<file path="config.mk">
export PLATFORM = sky130hd
export DESIGN_NAME = pclor_top
export DESIGN_NICKNAME = d
export VERILOG_FILES = /design/src/logic/pclor_pkg.sv /design/src/logic/pclor_pause.sv /design/src/logic/pclor_stretch.sv /design/src/logic/pclor_top.sv
export SDC_FILE = /design/constraint.sdc
export NUM_CORES = 1
export LEC_CHECK = 0
export BUFFER_PORTS_ARGS = -buffer_cell sky130_fd_sc_hd__buf_2
export CAP_MARGIN = 20
export CORE_MARGIN = 10
export CORE_UTILIZATION = 45
export DETAILED_ROUTE_END_ITERATION = 10
export GPL_ROUTABILITY_DRIVEN = 1
export HOLD_SLACK_MARGIN = 0.12
export PLACE_DENSITY_LB_ADDON = 0.3
export SYNTH_ARGS = -nofsm -noshare
export SYNTH_HDL_FRONTEND = slang
export SYNTH_SLANG_ARGS = --single-unit
</file>
<file path="constraint.sdc">
create_clock -name pclk -period 2.7 [get_ports pclk]
set_clock_uncertainty 0.05 [all_clocks]
set_input_delay 0.54 -clock pclk [delete_from_list [all_inputs] [get_ports pclk]]
set_output_delay 0.54 -clock pclk [all_outputs]
set_load 0.03 [all_outputs]
</file>
<file path="src/logic/pclor_pkg.sv">
// Purpose: shared constants for the transceiver control and indicator register block
// Assumes: 100 MHz pclk, APB with 32-bit data
// Notes: register indices are kept as printed; byte address is four times the index
`default_nettype none
package pclor_pkg;
    // register indices and byte addresses
    localparam logic [5:0] IDX_LED_OVERRIDE = 6'h18;
    localparam logic [5:0] IDX_XCVR_CTRL = 6'h19;
    localparam logic [5:0] IDX_IRQ_STATUS = 6'h1C;
    localparam logic [5:0] IDX_IRQ_MASK = 6'h1D;
    localparam int ADDR_W = 8;
    localparam logic [7:0] ADDR_LED_OVERRIDE = {IDX_LED_OVERRIDE, 2'b00};
    localparam logic [7:0] ADDR_XCVR_CTRL = {IDX_XCVR_CTRL, 2'b00};
    localparam logic [7:0] ADDR_IRQ_STATUS = {IDX_IRQ_STATUS, 2'b00};
    localparam logic [7:0] ADDR_IRQ_MASK = {IDX_IRQ_MASK, 2'b00};

    // led_override_control fields
    localparam int LED_OVR_EN_BIT = 4;
    localparam int LED_FORCE_BIT = 1;
    localparam logic LED_OVR_EN_RST = 1'b0;
    localparam logic LED_FORCE_RST = 1'b0;

    // transceiver_function_control fields
    localparam int XC_AUTO_X_BIT = 15;
    localparam int XC_FORCE_X_BIT = 14;
    localparam int XC_PAUSE_RX_BIT = 13;
    localparam int XC_PAUSE_TX_BIT = 12;
    localparam int XC_INJECT_BIT = 11;
    localparam int XC_PATTERN_BIT = 10;
    localparam int XC_RESULT_BIT = 9;
    localparam int XC_RUN_BIT = 8;
    localparam int XC_BYPASS_BIT = 7;
    localparam int XC_MODE_BIT = 5;
    localparam int XC_ADDR_LSB = 0;
    localparam int XC_ADDR_W = 5;
    localparam logic XC_FORCE_X_RST = 1'b0;
    localparam logic XC_PATTERN_RST = 1'b0;
    localparam logic XC_RUN_RST = 1'b0;
    localparam logic XC_BYPASS_RST = 1'b0;

    // interrupt status / mask fields
    localparam int IRQ_W = 2;
    localparam int IRQ_LINK_CHG_BIT = 0;
    localparam int IRQ_SELFTEST_FAIL_BIT = 1;

    // activity stretch time
    localparam int CLK_MHZ = 100;
    localparam int STRETCH_TIME_US = 50000;
    localparam int STRETCH_CYCLES = STRETCH_TIME_US * CLK_MHZ;

    // indicator modes
    typedef enum logic {
        PCLOR_MODE_TWO,
        PCLOR_MODE_ONE
    } pclor_mode_e;
endpackage
`default_nettype wire

</file>
<file path="src/logic/pclor_pause.sv">
// Purpose: full-duplex pause resolution from local and partner ability bits
// Assumes: ability inputs are {asymmetric direction, pause}
// Notes: outputs are registered
`timescale 1ns/1ps
`default_nettype none
module pclor_pause (
    input wire logic pclk,
    input wire logic presetn,
    input wire logic [1:0] local_ability,
    input wire logic [1:0] partner_ability,
    input wire logic full_duplex,
    output logic pause_tx,
    output logic pause_rx
);
    logic lp;
    logic la;
    logic pp;
    logic pa;
    logic tx_nxt;
    logic rx_nxt;

    ////////////////////////////////////////////////////////////////////////
    // standard resolution; half duplex never enables pause
    assign lp = local_ability[0];
    assign la = local_ability[1];
    assign pp = partner_ability[0];
    assign pa = partner_ability[1];
    assign tx_nxt = full_duplex & ((lp & pp) | (~lp & la & pp & pa));
    assign rx_nxt = full_duplex & ((lp & pp) | (lp & la & ~pp & pa));

    always_ff @(posedge pclk or negedge presetn) begin
        if (!presetn) begin
            pause_tx <= 1'b0;
            pause_rx <= 1'b0;
        end else begin
            pause_tx <= tx_nxt;
            pause_rx <= rx_nxt;
        end
    end
endmodule
`default_nettype wire

</file>
<file path="src/logic/pclor_stretch.sv">
// Purpose: stretch short indicator pulses to a minimum visible time
// Assumes: pulse input synchronous to pclk
// Notes: bypass passes raw through one flop
`timescale 1ns/1ps
`default_nettype none
module pclor_stretch #(
    parameter int CYCLES = 16
) (
    input wire logic pclk,
    input wire logic presetn,
    input wire logic raw,
    input wire logic bypass,
    output logic stretched
);
    localparam int CW = $clog2(CYCLES + 1);
    localparam logic [CW-1:0] RELOAD = CW'(CYCLES - 1);
    logic [CW-1:0] cnt_r;

    ////////////////////////////////////////////////////////////////////////
    // retrigger on every raw high cycle, hold until the count runs out
    always_ff @(posedge pclk or negedge presetn) begin
        if (!presetn) begin
            cnt_r <= '0;
            stretched <= 1'b0;
        end else if (bypass) begin
            cnt_r <= '0;
            stretched <= raw;
        end else if (raw) begin
            cnt_r <= RELOAD;
            stretched <= 1'b1;
        end else if (cnt_r != '0) begin
            cnt_r <= cnt_r - 1'b1;
        end else begin
            stretched <= 1'b0;
        end
    end
endmodule
`default_nettype wire

</file>
<file path="src/logic/pclor_top.sv">
// Purpose: indicator override and transceiver function control registers behind APB
// Assumes: all inputs synchronous to pclk; straps stable around reset release
// Notes: zero-wait-state after one setup cycle; read data sampled in the setup cycle
//
// Overview of operation
// reserved bits in both registers ignore writes and read back zero
// override enable drives link indicator from force value, otherwise normal indication
// force value bit holds the override level, resets to zero, read/write
// override register reads stored bits, never the live indicator level
// auto crossover enable bit, strap default, enables crossover during negotiation
// software should clear auto crossover when negotiation is disabled
// crossover force bit swaps pairs when one, default zero
// receive pause result from ability bits, only in full duplex
// transmit pause result from ability bits, only in full duplex
// writing one to inject bit emits one error, then self-clears
// pattern select: one picks fifteen-stage, zero picks nine-stage sequence
// run bit starts/stops self-test; result latches fail, clears on stop
// stretch bypass makes indicators follow raw status directly
// mode bit, strap default: one selects mode 1, zero mode 2
// five-bit port address field, strap default, read/write
// strap fields capture their pins after reset release, kept until rewritten
`timescale 1ns/1ps
`default_nettype none
module pclor_top
    import pclor_pkg::*;
#(
    parameter int STRETCH_LEN = pclor_pkg::STRETCH_CYCLES
) (
    input wire logic pclk,
    input wire logic presetn,
    input wire logic [pclor_pkg::ADDR_W-1:0] paddr,
    input wire logic psel,
    input wire logic penable,
    input wire logic pwrite,
    input wire logic [31:0] pwdata,
    output logic [31:0] prdata,
    output logic pready,
    output logic pslverr,
    input wire logic link_good,
    input wire logic activity,
    input wire logic [1:0] local_ability,
    input wire logic [1:0] partner_ability,
    input wire logic full_duplex,
    input wire logic selftest_error,
    input wire logic strap_auto_crossover,
    input wire logic strap_mode_one,
    input wire logic [4:0] strap_port_address,
    output logic link_indicator_out,
    output logic activity_indicator_out,
    output logic auto_crossover_enable,
    output logic crossover_force,
    output logic pause_rx_enable,
    output logic pause_tx_enable,
    output logic selftest_run,
    output logic selftest_pattern_select,
    output logic selftest_error_inject,
    output logic selftest_result,
    output logic indicator_stretch_bypass,
    output logic indicator_mode_select,
    output logic [4:0] port_mgmt_address,
    output logic irq
);
    import pclor_pkg::*;

    logic setup_phase;
    logic access_done;
    logic wr_done;
    logic rd_done;
    logic hit_led;
    logic hit_xc;
    logic hit_sts;
    logic hit_msk;
    logic mapped;
    logic [31:0] rd_mux;
    logic [15:0] led_word;
    logic [15:0] xc_word;
    logic indicator_override_enable_r;
    logic indicator_force_value_r;
    logic strap_loaded_r;
    logic fail_latch_r;
    logic link_prev_r;
    logic [IRQ_W-1:0] irq_status_r;
    logic [IRQ_W-1:0] irq_mask_r;
    logic [IRQ_W-1:0] irq_events;
    logic [IRQ_W-1:0] irq_clear;
    logic [IRQ_W-1:0] rd_sts_snap_r;
    logic act_stretched;
    logic link_stretched;
    logic link_normal;
    logic pause_tx_w;
    logic pause_rx_w;

    ////////////////////////////////////////////////////////////////////////
    // bus decode
    assign setup_phase = psel & ~penable;
    assign access_done = psel & penable & pready;
    assign wr_done = access_done & pwrite;
    assign rd_done = access_done & ~pwrite;
    assign hit_led = (paddr == ADDR_LED_OVERRIDE);
    assign hit_xc = (paddr == ADDR_XCVR_CTRL);
    assign hit_sts = (paddr == ADDR_IRQ_STATUS);
    assign hit_msk = (paddr == ADDR_IRQ_MASK);
    assign mapped = hit_led | hit_xc | hit_sts | hit_msk;

    // stored bits only, never the live pin
    always_comb begin
        led_word = 16'h0000; // reserved positions stay zero
        led_word[LED_OVR_EN_BIT] = indicator_override_enable_r;
        led_word[LED_FORCE_BIT] = indicator_force_value_r;
    end

    // bit 6 stays zero
    always_comb begin
        xc_word = 16'h0000;
        xc_word[XC_AUTO_X_BIT] = auto_crossover_enable;
        xc_word[XC_FORCE_X_BIT] = crossover_force;
        xc_word[XC_PAUSE_RX_BIT] = pause_rx_enable;
        xc_word[XC_PAUSE_TX_BIT] = pause_tx_enable;
        xc_word[XC_INJECT_BIT] = selftest_error_inject;
        xc_word[XC_PATTERN_BIT] = selftest_pattern_select;
        xc_word[XC_RESULT_BIT] = selftest_result;
        xc_word[XC_RUN_BIT] = selftest_run;
        xc_word[XC_BYPASS_BIT] = indicator_stretch_bypass;
        xc_word[XC_MODE_BIT] = indicator_mode_select;
        xc_word[XC_ADDR_LSB +: XC_ADDR_W] = port_mgmt_address;
    end

    always_comb begin
        rd_mux = 32'h00000000;
        if (hit_led) begin
            rd_mux = {16'h0000, led_word};
        end else if (hit_xc) begin
            rd_mux = {16'h0000, xc_word};
        end else if (hit_sts) begin
            rd_mux = {{(32-IRQ_W){1'b0}}, irq_status_r};
        end else if (hit_msk) begin
            rd_mux = {{(32-IRQ_W){1'b0}}, irq_mask_r};
        end
    end

    ////////////////////////////////////////////////////////////////////////
    // bus answer: data and ready are set up in the setup cycle, so the
    // access phase always completes at its first edge
    always_ff @(posedge pclk or negedge presetn) begin
        if (!presetn) begin
            pready <= 1'b0;
            pslverr <= 1'b0;
            prdata <= 32'h00000000;
        end else if (setup_phase) begin
            pready <= 1'b1;
            pslverr <= ~mapped;
            prdata <= pwrite ? 32'h00000000 : rd_mux;
        end else begin
            pready <= 1'b0;
            pslverr <= 1'b0;
        end
    end

    // only status bits the read returned get cleared
    always_ff @(posedge pclk or negedge presetn) begin
        if (!presetn) begin
            rd_sts_snap_r <= '0;
        end else if (setup_phase) begin
            rd_sts_snap_r <= (hit_sts & ~pwrite) ? irq_status_r : '0;
        end
    end

    ////////////////////////////////////////////////////////////////////////
    // indicator override register
    always_ff @(posedge pclk or negedge presetn) begin
        if (!presetn) begin
            indicator_override_enable_r <= LED_OVR_EN_RST;
            indicator_force_value_r <= LED_FORCE_RST;
        end else if (wr_done && hit_led) begin
            indicator_override_enable_r <= pwdata[LED_OVR_EN_BIT];
            indicator_force_value_r <= pwdata[LED_FORCE_BIT];
        end
    end

    ////////////////////////////////////////////////////////////////////////
    // plain read/write controls of the function register
    always_ff @(posedge pclk or negedge presetn) begin
        if (!presetn) begin
            crossover_force <= XC_FORCE_X_RST;
            selftest_pattern_select <= XC_PATTERN_RST;
            selftest_run <= XC_RUN_RST;
            indicator_stretch_bypass <= XC_BYPASS_RST;
        end else if (wr_done && hit_xc) begin
            crossover_force <= pwdata[XC_FORCE_X_BIT];
            selftest_pattern_select <= pwdata[XC_PATTERN_BIT];
            selftest_run <= pwdata[XC_RUN_BIT];
            indicator_stretch_bypass <= pwdata[XC_BYPASS_BIT];
        end
    end

    // strap fields: constant reset, pins caught at the
    // first edge after release; a write later replaces them
    always_ff @(posedge pclk or negedge presetn) begin
        if (!presetn) begin
            strap_loaded_r <= 1'b0;
            auto_crossover_enable <= 1'b0;
            indicator_mode_select <= 1'b0;
            port_mgmt_address <= 5'h00;
        end else if (!strap_loaded_r) begin
            strap_loaded_r <= 1'b1;
            auto_crossover_enable <= strap_auto_crossover;
            indicator_mode_select <= strap_mode_one;
            port_mgmt_address <= strap_port_address;
        end else if (wr_done && hit_xc) begin
            // software clears this while negotiation is off
            auto_crossover_enable <= pwdata[XC_AUTO_X_BIT];
            indicator_mode_select <= pwdata[XC_MODE_BIT];
            port_mgmt_address <= pwdata[XC_ADDR_LSB +: XC_ADDR_W];
        end
    end

    ////////////////////////////////////////////////////////////////////////
    // error inject: a one-cycle pulse
    always_ff @(posedge pclk or negedge presetn) begin
        if (!presetn) begin
            selftest_error_inject <= 1'b0;
        end else begin
            selftest_error_inject <= wr_done & hit_xc & pwdata[XC_INJECT_BIT];
        end
    end

    // fail is sticky until the test stops
    always_ff @(posedge pclk or negedge presetn) begin
        if (!presetn) begin
            fail_latch_r <= 1'b0;
        end else if (!selftest_run) begin
            fail_latch_r <= 1'b0;
        end else if (selftest_error) begin
            fail_latch_r <= 1'b1;
        end
    end

    // pass shows only while running with no error seen
    always_ff @(posedge pclk or negedge presetn) begin
        if (!presetn) begin
            selftest_result <= 1'b0;
        end else begin
            selftest_result <= selftest_run & ~fail_latch_r & ~selftest_error;
        end
    end

    ////////////////////////////////////////////////////////////////////////
    // pause resolution
    pclor_pause u_pause (
        .pclk(pclk),
        .presetn(presetn),
        .local_ability(local_ability),
        .partner_ability(partner_ability),
        .full_duplex(full_duplex),
        .pause_tx(pause_tx_w),
        .pause_rx(pause_rx_w)
    );

    always_ff @(posedge pclk or negedge presetn) begin
        if (!presetn) begin
            pause_rx_enable <= 1'b0;
            pause_tx_enable <= 1'b0;
        end else begin
            pause_rx_enable <= pause_rx_w;
            pause_tx_enable <= pause_tx_w;
        end
    end

    ////////////////////////////////////////////////////////////////////////
    // indicators: activity is stretched so short frames stay visible;
    // the bypass trades visibility for exact timing
    pclor_stretch #(
        .CYCLES(STRETCH_LEN)
    ) u_act_stretch (
        .pclk(pclk),
        .presetn(presetn),
        .raw(activity),
        .bypass(indicator_stretch_bypass),
        .stretched(act_stretched)
    );

    pclor_stretch #(
        .CYCLES(STRETCH_LEN)
    ) u_link_stretch (
        .pclk(pclk),
        .presetn(presetn),
        .raw(link_good),
        .bypass(indicator_stretch_bypass),
        .stretched(link_stretched)
    );

    // mode 1: pure link; mode 2: link blinks off on activity
    always_comb begin
        if (indicator_mode_select == PCLOR_MODE_ONE) begin
            link_normal = link_stretched;
        end else begin
            link_normal = link_stretched & ~act_stretched;
        end
    end

    always_ff @(posedge pclk or negedge presetn) begin
        if (!presetn) begin
            link_indicator_out <= 1'b0;
            activity_indicator_out <= 1'b0;
        end else begin
            link_indicator_out <= indicator_override_enable_r ? indicator_force_value_r : link_normal;
            activity_indicator_out <= act_stretched;
        end
    end

    ////////////////////////////////////////////////////////////////////////
    // interrupts: events set sticky bits, a read clears what it returned,
    // and a new event in the clearing cycle survives
    assign irq_events[IRQ_LINK_CHG_BIT] = link_good ^ link_prev_r;
    assign irq_events[IRQ_SELFTEST_FAIL_BIT] = selftest_run & selftest_error & ~fail_latch_r;
    assign irq_clear = rd_done ? rd_sts_snap_r : '0;

    always_ff @(posedge pclk or negedge presetn) begin
        if (!presetn) begin
            link_prev_r <= 1'b0;
        end else begin
            link_prev_r <= link_good;
        end
    end

    always_ff @(posedge pclk or negedge presetn) begin
        if (!presetn) begin
            irq_status_r <= '0;
        end else begin
            irq_status_r <= (irq_status_r & ~irq_clear) | irq_events;
        end
    end

    always_ff @(posedge pclk or negedge presetn) begin
        if (!presetn) begin
            irq_mask_r <= '0;
        end else if (wr_done && hit_msk) begin
            irq_mask_r <= pwdata[IRQ_W-1:0];
        end
    end

    // level output, registered on the same edge as the status bits, from their next value
    always_ff @(posedge pclk or negedge presetn) begin
        if (!presetn) begin
            irq <= 1'b0;
        end else begin
            irq <= |((irq_status_r & ~irq_clear | irq_events) & irq_mask_r);
        end
    end
endmodule
`default_nettype wire

</file>
==> impl_metrics.tcl, run 1 <==
set metrics [dict create \
    status "completed" \
    final_antenna_net_count 0 \
    p_switching_uw 712.3 \
    insertion_delay_ns 0.36 \
    p_leak_uw 0.002624 \
    clk_pin_slew_ns 0.09 \
    drtIter0Drc 146 \
    gp_congestion 0.8325 \
    antenna_cells 0 \
    p_seq_share_pct 54.7 \
    num_vias 3535 \
    wl_per_cell_microns 15.48 \
    crit_fanout 7 \
    cp-end-kind "register" \
    final.setup.worst_slack_ns 0.1373 \
    cts_tree "yes" \
    comb_power_share_pct 10.3 \
    hpwl_microns 7575 \
    synth_top_area_share_pct 51.75 \
    crit_path_end "u_act_stretch.cnt_r[19]" \
    clk_path_buf_depth 2 \
    final_nets 587 \
    hold_path_class "input pin to register" \
    synth_common_cells "dfrtp_1 (96), nor2_1 (54), a21oi_1 (39)" \
    post-place-ws_ns 0.1777 \
    synth_flop_cell "dfrtp_1" \
    cts_buffers 9 \
    synth_area_leaders "dfrtp_1 (52%), nor2_1 (4.4%), xnor2_1 (4.3%)" \
    rsz0062_at_grt "no" \
    ir_drop_uv 307.9 \
    reg2reg_slack_ns 0.14 \
    num_rows 37 \
    async_flop_share_pct 100.0 \
    fin_crit_ns 2.563 \
    clockPowerShare_pct 35.0 \
    post_cts_buffers 0 \
    ys_ff_latch 96 \
    min-delay-start "selftest_error" \
    drc_errors 0 \
    hold_slack_ns 0.3047 \
    regArea_sq_um 2402 \
    synth_warnings 0 \
    power_density_nw_per_um2 502.3 \
    multi_input_area_sq_um 2052 \
    worstRegToRegCells 4 \
    synthesis.area_sq_um 4642 \
    antenna_found_initial 0 \
    tightestPinTransition_ns 0.5270 \
    maxCapViolCount 0 \
    initial_core_util_pct 45.58 \
    grt_max_degree 45 \
    fin_cells 666 \
    chipHeight_microns 121.6 \
    portBuffers 74 \
    finalSetupViolCount 0 \
    hold_viol_final 0 \
    cp.required_ns 2.90 \
    slew_viol_final 0 \
    wirelength_microns 10310 \
    ios 112 \
    die_area_sq_um 14780 \
    dr.pass1.iters 4 \
    switching_share_pct 26.41 \
    finalCritPeriodShare_pct 94.91 \
    crit_start "u_act_stretch.cnt_r[3]" \
    total_power_uw 2697 \
    synth_most_common_cell "dfrtp_1" \
    p_int_uw 1985 \
    grtUsageTotal_pct 14.58 \
    gr-total-overflow 0 \
    ctsHtreeMaxLevel 3 \
    grt_pass1_vias 3666 \
    syn_to_final_growth_pct 15.69 \
    start_kind "register" \
    max-slew-margin-rel_pct 63.96 \
    r2r-end "u_act_stretch.cnt_r[19]" \
    yosysUniqueCellTypes 54 \
    r2r_start "u_act_stretch.cnt_r[3]" \
    fillers 953 \
    fmax_mhz 390.2 \
    cp.arrival_ns 2.76 \
    cts_root_buffer "clkbuf_8" \
    ys_seq_area_share_pct 51.75 \
    dp_cells 649 \
    die-width_microns 121.6 \
    grt_pass1_wl_microns 17740 \
    fin_tns_setup_ns 0 \
    crit_type "register to register" \
    synth-edff-count 0 \
    synth_top_area_cell "dfrtp_1" \
    core_sq_um 10180 \
    drive_gt1_share_pct 26.04 \
    avgSynthCellArea_sq_um 10.41 \
    cts.sinks 96 \
    viasPerCell 5.308 \
    syn_inst 446 \
]
==> worst min-delay path by stage <==
stage | endpoint | slack (ns) | cells after the start
final | selftest_result | 0.30 | 2
after global routing | selftest_result | 0.28 | 2
after CTS | selftest_result | 0.28 | 2
after detailed placement | pause_rx_enable | 0.29 | 0
after global placement | pause_tx_enable | 0.28 | 0
after floorplan | activity_indicator_out | 0.19 | 0
==> state kept, by name (all words and copies together), names as in the netlist, 2 cells and up <==
name	count
u_act_stretch.cnt_r	23
u_link_stretch.cnt_r	23
prdata	15
port_mgmt_address	5
irq_mask_r	2
irq_status_r	2
rd_sts_snap_r	2
==> layout make-up <==
class	instances	area share, %
clock buffers	10	2.377
inverters	13	0.9087
well taps	136	3.169
multi-input cells	316	38.21
clock inverters	6	1.281
repair buffers	89	9.320
flip-flops and latches	96	44.73
==> metrics by stage <==
step	util, %	instance area (sq um)
global route	52.73	5370
CTS	52.70	5368
floorplan	-	4702
detailed placement	50.68	5161
global placement	50.68	5161
finish	52.73	5370
==> layer usage <==
| layer | routed length, microns | GRT usage, % | vias up |
|---|---|---|---|
| met4 | 110 | 4.844 | 0 |
| met3 | 742 | 5.504 | 10 |
| met2 | 4765 | 21.68 | 85 |
| li1 | - | - | 1715 |
| met1 | 4692 | 19.20 | 1725 |
| met5 | 0 | 0 | - |
==> cell families after synthesis <==
kind of cell               synth area share, %
muxes                                    4.367
xor gates and xnor gates                 5.660
AOI/OAI and AO/OA                        13.85
buffers and inverters                    5.633
other                                   0.1618
adders and majority gates               0.5390
and+or+nand+nor                          18.03
DFF                                      51.75
==> power groups by stage <==
stage / Combinational, uW / Clock (uW) / Sequential, uW
after floorplan: 160 / 0 / 1530
after global placement: 273 / 0 / 1500
after detailed placement: 277 / 0 / 1510
after CTS: 280 / 974 / 1480
after global routing: 310 / 1040 / 1480
final: 277 / 944 / 1480
==> worst max-delay path, stage by stage, from the launching register on <==
cell and delay (ns):
dfrtp_1 0.43, or4_4 0.60, or4_4 0.59, or4_4 0.46
a2111oi_2 0.31
==> what timing repair did <==
action	CTS	global route
endpoints found under the hold margin	32	0
gates resized for setup	0	1
endpoints found under the setup margin	0	2
hold buffers	1	0
==> layout by cell type (no fill, tap or decap), types with 5 or more instances in the layout <==
cell type / n
nand3_1: 5
mux2i_1: 9
inv_1: 11
or4_1: 12
conb_1: 18
a21oi_1: 39
xnor2_1: 23
clkbuf_8: 9
nor4_1: 9
dfrtp_1: 96
mux2_2: 8
buf_2: 73
or3_1: 9
buf_4: 14
nor3_1: 8
nand2_1: 21
nor2_1: 54
or4_4: 5
a22o_1: 14
xor2_1: 7
o21ai_0: 12
or2_2: 6
Power figures use the tool's default switching activity.
==> run 2: changes to the inputs <==
--- a/config.mk
+++ b/config.mk
@@ -12,7 +12,7 @@
 export DETAILED_ROUTE_END_ITERATION = 10
 export GPL_ROUTABILITY_DRIVEN = 1
 export HOLD_SLACK_MARGIN = 0.12
-export PLACE_DENSITY_LB_ADDON = 0.3
+export PLACE_DENSITY_LB_ADDON = 0.25
 export SYNTH_ARGS = -nofsm -noshare
 export SYNTH_HDL_FRONTEND = slang
 export SYNTH_SLANG_ARGS = --single-unit
==> impl_metrics.tcl, run 2 (synthesis gave the netlist of run 1 again) <==
set metrics [dict create \
    top_regs "u_act_stretch.cnt_r (23), u_link_stretch.cnt_r (23), prdata (15)" \
    cts.sinks 96 \
    finalCritPeriodShare_pct 95.24 \
    mostFrequentLayoutCells "dfrtp_1 (96), buf_2 (73), nor2_1 (54), a21oi_1 (39), xnor2_1 (23)" \
    grtUsageTotal_pct 14.46 \
    max-slew-margin-rel_pct 61.62 \
    status "completed" \
    grt_max_degree 54 \
    viasPerCell 5.253 \
    antenna_cells 0 \
    grt_pass1_vias 3661 \
    cp.arrival_ns 2.77 \
    hold_path_class "register to register" \
    p_leak_uw 0.002640 \
    start_kind "register" \
    clk_pin_slew_ns 0.10 \
    use_met1_pct 18.86 \
    globalRouteMet2Util_pct 22.29 \
    slew_viol_final 0 \
    fmax_mhz 388.9 \
    cts_buffers 9 \
    post-place-ws_ns 0.1835 \
    rsz0062_at_grt "yes" \
    cts_tree "yes" \
    num_vias 3504 \
    tightestPinTransition_ns 0.5612 \
    grt_pass1_wl_microns 17760 \
    total_power_uw 2796 \
    hold_viol_final 0 \
    gp_congestion 0.8298 \
    num_rows 37 \
    syn_to_final_growth_pct 16.25 \
    insertion_delay_ns 0.36 \
    die_area_sq_um 14780 \
    final_common_cell "dfrtp_1" \
    ctsHtreeMaxLevel 3 \
    gr-total-overflow 0 \
    gr-usage-met3_pct 4.718 \
    fin_cells 667 \
    maxCapViolCount 0 \
    drive_gt1_share_pct 25.99 \
    power_density_nw_per_um2 518.0 \
    dp_cells 650 \
    drc_errors 0 \
    initial_core_util_pct 45.58 \
    finalSetupViolCount 0 \
    post_cts.resized_instances 0 \
    wirelength_microns 10380 \
    portBuffers 74 \
    fin_util_pct 52.99 \
    cts_root_buffer "clkbuf_8" \
    antenna_found_initial 0 \
    drtIter0Drc 183 \
    clk_path_buf_depth 2 \
    crit_fanout 14 \
    final_antenna_net_count 0 \
    crit_type "register to register" \
    hold_slack_ns 0.3123 \
    grt_busiest_layer "met2" \
    ios 112 \
    core_sq_um 10180 \
    fin_crit_ns 2.571 \
    ir_drop_uv 255.3 \
    hpwl_microns 7652 \
    dr.pass1.iters 4 \
    final.setup.worst_slack_ns 0.1286 \
    wl_per_cell_microns 15.56 \
    final_nets 588 \
    cp-end-kind "register" \
    die-width_microns 121.6 \
    cp.required_ns 2.90 \
    chipHeight_microns 121.6 \
]
run 2: final timing paths:
check,start,endpoint,slack [ns],cells after the start
min in group asynchronous,presetn,selftest_error_inject,0.62,2
setup reg to reg,u_link_stretch.cnt_r[0],u_link_stretch.stretched,0.13,6
setup / recovery,u_link_stretch.cnt_r[0],u_link_stretch.stretched,0.13,6
max in group asynchronous,presetn,u_link_stretch.cnt_r[7],1.36,3
hold / removal,u_pause.pause_tx,pause_tx_enable,0.31,0
hold reg to reg,u_pause.pause_tx,pause_tx_enable,0.31,0
run 2: layout make-up:
cell class	instances	area [sq um]
Clock buffer	10	127.6
Clock inverter	6	90.09
Fill cell	946	4788
Inverter	13	48.80
Multi-Input combinational cell	316	2049
Sequential cell	96	2402
Tap cell	136	170.2
Timing Repair Buffer	90	508.0
run 2: layer usage:
metal  routed length, microns  vias to the layer above
met1                     4893                     1681
met5                        0                        -
met2                     4615                       90
met3                      744                       12
li1                         -                     1721
met4                      127                        0
run 2: power breakdown:
group	internal, uW	switching [uW]	total, uW	leakage [uW]
combinational	93.7	185	278	0.00124
sequential	1460	17.9	1480	0.00129
clock	528	513	1040	0.000107
run 2: what timing repair did:
action | in CTS | in global routing
hold endpoints to repair | 30 | 0
hold buffers | 1 | 0
endpoints found under the setup margin | 0 | 4
setup buffers | 0 | 0
run 2: through the flow:
stage	instance area (sq um)	setup TNS [ns]
finish	5396	0
global route	5396	-0.07562
CTS	5396	0
detailed placement	5169	0
global placement	5169	0
floorplan	4702	0
run 2: worst max-delay path, cell delays in order (launching register included):
cell     delay, ns
dfrtp_1       0.42
inv_1         0.10
ha_1          0.20
or3b_2        0.53
nor4_1        0.38
nand2_1       0.41
a31o_2        0.37
